--- config.mk ---
export PLATFORM = sky130hd
export DESIGN_NAME = flash_row_erase_program_ctrl
export DESIGN_NICKNAME = d
export VERILOG_FILES = /design/src/design/flash_seq_pkg.sv /design/src/design/flash_row_erase_program_ctrl.sv
export VERILOG_INCLUDE_DIRS = /design/src /design/src/design
export SDC_FILE = /design/constraint.sdc
export NUM_CORES = 2
export LEC_CHECK = 0
export BUFFER_PORTS_ARGS = -buffer_cell sky130_fd_sc_hd__buf_2
export CORE_AREA = 2 2 367 460
export CTS_CLUSTER_DIAMETER = 80
export DETAILED_ROUTE_END_ITERATION = 12
export DIE_AREA = 0 0 369 462
export MAX_ROUTING_LAYER = met4
export SLEW_MARGIN = 20
export SYNTH_ARGS = -nofsm -noshare
export SYNTH_HDL_FRONTEND = slang
export SYNTH_SLANG_ARGS = --single-unit
--- constraint.sdc ---
create_clock -name clk_sys -period 11.4 [get_ports clk_sys]
set_input_delay 0.57 -clock clk_sys [delete_from_list [all_inputs] [get_ports clk_sys]]
set_output_delay 0.57 -clock clk_sys [all_outputs]
set_load 0.02 [all_outputs]
--- src/design/flash_seq_regs.svh ---
// Register offsets, field positions, key values and timing counts
`ifndef FLASH_SEQ_REGS_SVH
`define FLASH_SEQ_REGS_SVH
`define CTL_OFS 5'h00
`define KEY_OFS 5'h04
`define PAGE_OFS 5'h08
`define OFFS_OFS 5'h0C
`define TWL_OFS 5'h10
`define TWH_OFS 5'h14
`define TRIG_BIT 15
`define PERMIT_BIT 14
`define ERR_BIT 13
`define ERASE_BIT 6
`define OP_MSB 3
`define OP_LSB 0
`define CTL_RESET 16'h0000
`define OP_ERASE 4'h2
`define OP_ROW 4'h1
`define KEY_FIRST 8'h55
`define KEY_SECOND 8'hAA
`define ROW_WORDS 7'h40
`define BLOCK_MASK 24'hFFFC00
`define ROW_MASK 24'hFFFF80
`define CLK_NS 5
`define ERASE_TIME_NS 20000
`define PROG_TIME_NS 10000
`define ERASE_CYC ((`ERASE_TIME_NS + `CLK_NS - 1) / `CLK_NS)
`define PROG_CYC ((`PROG_TIME_NS + `CLK_NS - 1) / `CLK_NS)
`endif

--- src/design/flash_seq_pkg.sv ---
// Types for the flash erase and row program sequencer
package flash_seq_pkg;
    typedef enum logic [1:0] {key_idle, key_first, key_armed} key_state_type;
    typedef enum logic [1:0] {seq_idle, seq_erase, seq_program} seq_state_type;
    typedef struct packed {
        logic trig;
        logic permit;
        logic err;
        logic erase_sel;
        logic [3:0] op;
        key_state_type key;
        seq_state_type seq;
        logic [11:0] cnt;
        logic [6:0] idx;
        logic [7:0] page;
        logic [15:0] offs;
        logic [23:0] blk;
        logic [15:0] rdata;
        logic [23:0] f_addr;
        logic [23:0] f_wdata;
        logic f_we;
        logic f_erase;
    } state_type;
endpackage : flash_seq_pkg

--- src/design/flash_row_erase_program_ctrl.sv ---
// Flash block erase and row program sequencer with unlock key
`timescale 1ns/1ps
`include "flash_seq_regs.svh"

module flash_row_erase_program_ctrl (
    input wire logic clk_sys,
    input wire logic rst,
    input wire logic [4:0] reg_addr,
    input wire logic [15:0] reg_wdata,
    input wire logic reg_wr,
    input wire logic reg_rd,
    output logic [15:0] reg_rdata,
    output logic cpu_stall,
    output logic flash_erase,
    output logic flash_we,
    output logic [23:0] flash_addr,
    output logic [23:0] flash_wdata
);

    localparam logic [11:0] ERASE_LAST = 12'(`ERASE_CYC - 1);
    localparam logic [11:0] PROG_LAST = 12'(`PROG_CYC - 1);

    flash_seq_pkg::state_type s;
    flash_seq_pkg::state_type next_s;
    logic [23:0] latch [0:63];
    logic busy;
    logic wr_ctl;
    logic wr_key;
    logic trig_wr;
    logic op_ok;
    logic start;
    logic [3:0] new_op;

    ////////////////////////////////////////////////////////////////
    // Decode

    always_comb begin
        busy = s.seq != flash_seq_pkg::seq_idle;
        wr_ctl = reg_wr && reg_addr == `CTL_OFS;
        wr_key = reg_wr && reg_addr == `KEY_OFS;
        new_op = reg_wdata[`OP_MSB:`OP_LSB];
        trig_wr = wr_ctl && reg_wdata[`TRIG_BIT] && !busy;
        // Erase flag must match the operation code
        op_ok = (reg_wdata[`ERASE_BIT] && new_op == `OP_ERASE) ||
            (!reg_wdata[`ERASE_BIT] && new_op == `OP_ROW);
        start = trig_wr && s.key == flash_seq_pkg::key_armed
            && reg_wdata[`PERMIT_BIT] && op_ok;
    end

    ////////////////////////////////////////////////////////////////
    // Next state

    always_comb begin
        next_s = s;
        next_s.f_we = 1'b0;
        next_s.f_erase = 1'b0;
        next_s.rdata = 16'h0000;

        // Unlock key tracking
        if (reg_wr && !busy) begin
            if (wr_key && reg_wdata[7:0] == `KEY_FIRST) begin
                next_s.key = flash_seq_pkg::key_first;
            end else if (wr_key && reg_wdata[7:0] == `KEY_SECOND
                && s.key == flash_seq_pkg::key_first) begin
                next_s.key = flash_seq_pkg::key_armed;
            end else begin
                // Any other write spends or drops the key
                next_s.key = flash_seq_pkg::key_idle;
            end
        end

        // Register writes; CPU is stalled while busy
        if (reg_wr && !busy) begin
            unique case (reg_addr)
                `CTL_OFS: begin
                    next_s.permit = reg_wdata[`PERMIT_BIT];
                    next_s.erase_sel = reg_wdata[`ERASE_BIT];
                    next_s.op = new_op;
                    next_s.err = reg_wdata[`ERR_BIT];
                end
                `PAGE_OFS: begin
                    next_s.page = reg_wdata[7:0];
                end
                `OFFS_OFS: begin
                    next_s.offs = reg_wdata;
                end
                `TWL_OFS: begin
                    next_s.blk = {s.page, s.offs};
                end
                `TWH_OFS: begin
                    next_s.offs = s.offs + 16'h0002;
                end
                default: begin
                end
            endcase
        end

        // Error set wins over a software clear
        if (trig_wr && !start) begin
            next_s.err = 1'b1;
        end

        // Sequencer
        unique case (s.seq)
            flash_seq_pkg::seq_idle: begin
                if (start) begin
                    next_s.trig = 1'b1;
                    next_s.cnt = 12'h000;
                    next_s.idx = 7'h00;
                    if (reg_wdata[`ERASE_BIT]) begin
                        next_s.seq = flash_seq_pkg::seq_erase;
                        next_s.f_erase = 1'b1;
                        next_s.f_addr = s.blk & `BLOCK_MASK;
                    end else begin
                        next_s.seq = flash_seq_pkg::seq_program;
                    end
                end
            end
            flash_seq_pkg::seq_erase: begin
                next_s.cnt = s.cnt + 12'h001;
                if (s.cnt == ERASE_LAST) begin
                    next_s.seq = flash_seq_pkg::seq_idle;
                    next_s.trig = 1'b0;
                end
            end
            flash_seq_pkg::seq_program: begin
                next_s.cnt = s.cnt + 12'h001;
                if (s.idx < `ROW_WORDS) begin
                    // Stream one latched word per cycle
                    next_s.f_we = 1'b1;
                    next_s.f_addr = (s.blk & `ROW_MASK) + {16'h0000, s.idx, 1'b0};
                    next_s.f_wdata = latch[s.idx[5:0]];
                    next_s.idx = s.idx + 7'h01;
                end
                if (s.cnt == PROG_LAST) begin
                    next_s.seq = flash_seq_pkg::seq_idle;
                    next_s.trig = 1'b0;
                end
            end
            default: begin
                next_s.seq = flash_seq_pkg::seq_idle;
                next_s.trig = 1'b0;
            end
        endcase

        // Read data in the following cycle
        if (reg_rd) begin
            unique case (reg_addr)
                `CTL_OFS: begin
                    next_s.rdata = {s.trig, s.permit, s.err, 6'h00,
                        s.erase_sel, 2'h0, s.op};
                end
                `PAGE_OFS: begin
                    next_s.rdata = {8'h00, s.page};
                end
                `OFFS_OFS: begin
                    next_s.rdata = s.offs;
                end
                default: begin
                    next_s.rdata = 16'h0000;
                end
            endcase
        end
    end

    ////////////////////////////////////////////////////////////////
    // State register

    always_ff @(posedge clk_sys or posedge rst) begin
        if (rst) begin
            s <= '0;
            s.trig <= 1'(`CTL_RESET >> `TRIG_BIT);
            s.key <= flash_seq_pkg::key_idle;
            s.seq <= flash_seq_pkg::seq_idle;
        end else begin
            s <= next_s;
        end
    end

    // Write latches, filled by table writes
    always_ff @(posedge clk_sys) begin
        if (reg_wr && !busy && reg_addr == `TWL_OFS) begin
            latch[s.offs[6:1]][15:0] <= reg_wdata;
        end
        if (reg_wr && !busy && reg_addr == `TWH_OFS) begin
            latch[s.offs[6:1]][23:16] <= reg_wdata[7:0];
        end
    end

    assign reg_rdata = s.rdata;
    assign cpu_stall = busy;
    assign flash_erase = s.f_erase;
    assign flash_we = s.f_we;
    assign flash_addr = s.f_addr;
    assign flash_wdata = s.f_wdata;

    ////////////////////////////////////////////////////////////////
    // Checks

    logic [6:0] we_run;
    always_ff @(posedge clk_sys or posedge rst) begin
        if (rst) begin
            we_run <= 7'h00;
        end else if (s.f_we) begin
            we_run <= we_run + 7'h01;
        end else begin
            we_run <= 7'h00;
        end
    end
endmodule : flash_row_erase_program_ctrl

=== After elaboration in Yosys (flattened, before gate mapping) ===
Memories as Yosys holds them, arrays and structs flattened.
Index checks and enable logic that the tools add are counted.
Widths: inputs -> output; s select.

* Equality and inequality tests: 20
* Add/sub/neg operators: 4
* Mux-type cells: 32
* $lt $le $gt $ge: 1
* Reduce and logical (&&, ||, !) cells: 39

{| class="wikitable"
|+ Operators with widths
! kind !! number
|-
| $mux 49 || 1
|-
| $mux 24 || 2
|-
| $pmux 16 s3 || 1
|-
| $pmux 24 s2 || 1
|-
| $pmux 16 s2 || 1
|-
| $add 24x8->24 || 1
|-
| $pmux 12 s2 || 1
|-
| $mux 21 || 1
|-
| $add 16x2->16 const B || 1
|-
| $logic_and 1x1->1 || 16
|-
| $mux 16 || 1
|-
| $pmux 7 s2 || 1
|-
| $reduce_and 2->1 || 7
|-
| $add 12x1->12 const B || 1
|-
| $eq 12x11->1 const B || 1
|-
| $eq 12x12->1 const B || 1
|-
| $mux 1 || 12
|-
| $mux 6 || 2
|-
| $reduce_bool 2->1 || 6
|-
| $eq 5x4->1 const B || 2
|-
| $eq 5x5->1 const B || 2
|-
| $mux 2 || 5
|-
| $ne 2x2->1 const B || 5
|-
| $eq 8x7->1 const B || 1
|-
| 18 further kinds || 23
|}

* Bits in writable memories: 1536
* Memories kept: 1
* Input port bits: 25
* Register bits after elaboration: 145
* Output and inout port bits: 67
* Logic and storage cells: 114

{| class="wikitable"
|+ Memory list
! memory !! depth !! bits a word !! read ports !! clocked after Yosys merged registers in !! wr ports !! line !! text
|-
| latch || 64 || 24 || 1 || 0 || 1 || flash_row_erase_program_ctrl.sv:25 || <nowiki>logic [23:0] latch [0:63];</nowiki>
|}

=== Depth between registers and ports, before layout ===
* Depth in word-level cells: 11
* Depth in mapped cells: 10
* Depth with buffers taken out: 7

=== Worst setup path before layout ===
OpenSTA, ideal clock, no wires.

* Path kind: input port to flip-flop
* Start: input port reg_addr[3]
* End: memory latch[32][0] (enable)
* Arrival: 2531 ps
* Data required time: 11011 ps
* Buffers on the path: 3
* Setup slack: 8480 ps
* Stages on the path: 7
* Setup time: 389 ps
* Cells stage by stage: nor2_1 clkbuf_1 and4_1 clkbuf_1 buf_2 nand3_1 nor2_1

* Word-level cells in the longest chain between the ends: 4

{| class="wikitable"
|+ RTL lines
! element !! line !! text
|-
| start: declaration || flash_row_erase_program_ctrl.sv:8 || <nowiki>input wire logic [4:0] reg_addr,</nowiki>
|-
| $eq 5x5->1 || n/a ||
|-
| $logic_and 1x1->1 (no source line) || n/a ||
|-
| $mux 1 || flash_row_erase_program_ctrl.sv:182 || <nowiki>if (reg_wr && !busy && reg_addr == `TWL_OFS) begin</nowiki>
|-
| $mux 1 (implied by the code) || flash_row_erase_program_ctrl.sv:183 || <nowiki>latch[s.offs[6:1]][15:0] <= reg_wdata;</nowiki>
|-
| end: declaration || flash_row_erase_program_ctrl.sv:25 ||
|}

No other way between the ends.

=== Worst setup path after layout ===
* Start: register s[114] (netlist bit)
* End: register, netlist name flash_wdata[14]

* Word-level cells in the longest chain between the ends: 2
* Elaborated cells on any way between the ends: 3
* Those cells by class: order compare (1); reduce/logical (1); memory (1)

{| class="wikitable"
|+ RTL lines
! element !! line !! text
|-
| start: declaration || flash_row_erase_program_ctrl.sv:23 || <nowiki>flash_seq_pkg::state_type s;</nowiki>
|-
| start signal: assignment || flash_row_erase_program_ctrl.sv:176 || <nowiki>s <= next_s;</nowiki>
|-
| branches (longest 2 deep; another with $mem_v2 64x24) || n/a ||
|}

Parallel ways; which one is timed is not known.
A chain may end at the register's enable or synchronous reset.

==> flow_metrics.tcl <==
set metrics [dict create \
    gr-total-overflow 0 \
    cts_made_buffers 156 \
    clock_latency_ns 0.79 \
    fp.dieW_um 369 \
    cts_tree "built" \
    start_util_pct 39.73 \
    synth_enable_flop_cells 1536 \
    drt_iter0_drc 3810 \
    critPathKind "reg -> reg" \
    vias 33800 \
    syn_nets 3470 \
    area_growth_pct 11.60 \
    htreeDepth 4 \
    drc_errors 0 \
    numPortBuffers 90 \
    post-route-min-period_ns 4.922 \
    post_cts_buffers 0 \
    dieArea_um2 170500 \
    drive_above_1_share_pct 22.33 \
    grt_pass1_wl_um 255000 \
    wl_met2_um 88310 \
    clock_skew_ns 0.02047 \
    synth_cells 3438 \
    max_freq_mhz 203.2 \
    top_layer_used "met4" \
    final_core_util_pct 44.34 \
    synthArstFlopShare_pct 8.189 \
    grt_usage_pct 21.68 \
    min_from "reg_rd" \
    gp_congestion 0.8413 \
    avgSynthCellArea_um2 19.24 \
    max_slew.worst_pin.slew_ns 1.174 \
    crit_arrival_ns 5.65 \
    hold_path.class "in -> reg" \
    ios 92 \
    cp-end-kind "register" \
    p_leak_uw 0.02289 \
    yosysWarnings 0 \
    setup_tns_ns 0 \
    ant_nets 0 \
    yosysUniqueCellTypes 76 \
    r2r_start "s[114]" \
    ys_ff_latch 1673 \
    clk_pin_slew_ns 0.06 \
    synth_commonest_cells "edfxtp_1, mux4_2, mux2i_1" \
    finalSetupViolCount 0 \
    drv_cap 0 \
    cp-start-kind "register" \
    root_buffer "clkbuf_16" \
    hpwl_um 107600 \
    synth.top_cell.area_share_pct 69.74 \
    slew_headroom_pct 21.12 \
    crit_path_start "s[114]" \
    die_h_um 462 \
    r2r_slack_ns 6.48 \
    rows 168 \
    post-synth-top-area-cell "edfxtp_1" \
    synth.yosys.seq_area_share_pct 74.92 \
    status "complete, no violations" \
    hold_viol 0 \
    power_uw 12260 \
    wl_met1_um 72030 \
    timing.final.crit_share_pct 43.17 \
    coreArea_um2 166500 \
    final_nets 3574 \
    required_ns 12.13 \
    first_global_vias 33980 \
    synth.most_common_cell "edfxtp_1" \
    cts_max_path_buffers 3 \
    worstHoldPathCells 3 \
    reg2regPathDepth 7 \
    cts_num_sinks 1673 \
    met3_length_um 12320 \
    synth_area_um2 66140 \
    grt_max_degree 112 \
    cts_resized 0 \
    r2r-end "flash_wdata[14]" \
    yosys-top-cells-area "edfxtp_1, mux4_2, dfrtp_1, mux2i_1, nor2_1" \
    synthFlopType "edfxtp_1" \
    hold_end "reg_rdata[5]" \
    vdd_drop_max_mv 0.1653 \
    powerDensity_nw_per_um2 166.1 \
    slew_violations 0 \
    cp_max_fo 91 \
    totalWireLength_um 178800 \
    rsz0062_at_grt "false" \
    routedWlPerCell_um 30.44 \
    antenna_found_initial 6 \
    drtPass1Iterations 6 \
    viasPerCell 5.752 \
    cts_hold_buf 1 \
]
-- sequential cells by signal (all words and copies together) (netlist names) --
register and count:
latch 1536, flash_we 1, reg_rdata 16, flash_erase 1, flash_wdata 24, flash_addr 23
s 72
-- where the power goes --
| part | internal, uW | switching [uW] |
|---|---|---|
| Sequential | 6740 | 69.9 |
| Combinational | 70.2 | 291 |
| Clock | 2860 | 2230 |
-- worst max-delay path by stage --
| stage | slack [ns] | endpoint | cells past startpoint |
|---|---|---|---|
| detailed placement | 6.46 | flash_wdata[8] | 7 |
| CTS | 6.50 | flash_wdata[9] | 7 |
| global placement | 6.47 | flash_wdata[11] | 7 |
| floorplan | 7.16 | flash_addr[10] | 1 |
| global route | 6.27 | flash_wdata[14] | 7 |
| finish | 6.48 | flash_wdata[14] | 7 |
-- cell type report --
class / count / area (um^2)
Sequential cell: 1673 / 49570
Multi-Input combinational cell: 1483 / 15060
Fill cell: 14350 / 92670
Timing Repair Buffer: 205 / 1403
Clock buffer: 217 / 4374
Antenna cell: 3 / 7.507
Tap cell: 2210 / 2765
Clock inverter: 62 / 544.3
Inverter: 23 / 91.34
-- layer usage --
| layer | vias to the layer above | global-route usage (%) |
|---|---|---|
| met1 | 18030 | 28.06 |
| li1 | 14150 | - |
| met4 | 0 | 7.542 |
| met5 | - | - |
| met3 | 260 | 3.380 |
| met2 | 1348 | 34.97 |
-- cell usage in the layout, fill, tap and decap left out, types with 43 or more instances in the layout --
cell type | Yosys | final
edfxtp_1 | 1536 | 1536
mux4_2 | 281 | 281
mux2i_1 | 254 | 254
nor2_1 | 187 | 167
clkbuf_16 | 0 | 162
dfrtp_1 | 137 | 133
buf_4 | 89 | 116
nand2_1 | 99 | 99
a21oi_1 | 82 | 82
buf_2 | 70 | 82
a22oi_1 | 72 | 72
o21ai_0 | 51 | 51
mux2_2 | 49 | 49
clkbuf_1 | 76 | 43
-- through the flow --
stage	hold WS (ns)	instances	instance area, um^2	setup slack (ns)
global placement	0.4722	5592	68840	6.470
finish	0.09834	5876	73810	6.478
global route	0.09759	5874	73810	6.270
CTS	0.03543	5873	73790	6.502
floorplan	0.4391	3438	66140	7.162
detailed placement	0.4753	5593	68870	6.458
-- cells by family after synthesis --
| group | Yosys count | synth area share [%] |
|---|---|---|
| compound gates | 428 | 4.650 |
| fa+ha+maj | 7 | 0.1324 |
| buf+inv | 282 | 2.439 |
| flops | 1673 | 74.92 |
| other cells | 1 | 0.005670 |
| xor+xnor | 13 | 0.1722 |
| mux | 599 | 14.59 |
| simple gates | 435 | 3.089 |
-- worst max-delay path, stage by stage (launching register included) --
cell and delay (ns):
dfrtp_4 0.89, buf_12 0.63, buf_4 0.94, nand3b_1 0.50, o221ai_1 0.32, a21oi_1 0.10
a221oi_1 1.01, o32a_1 0.30
No activity file was read; power rests on OpenSTA's default activity.
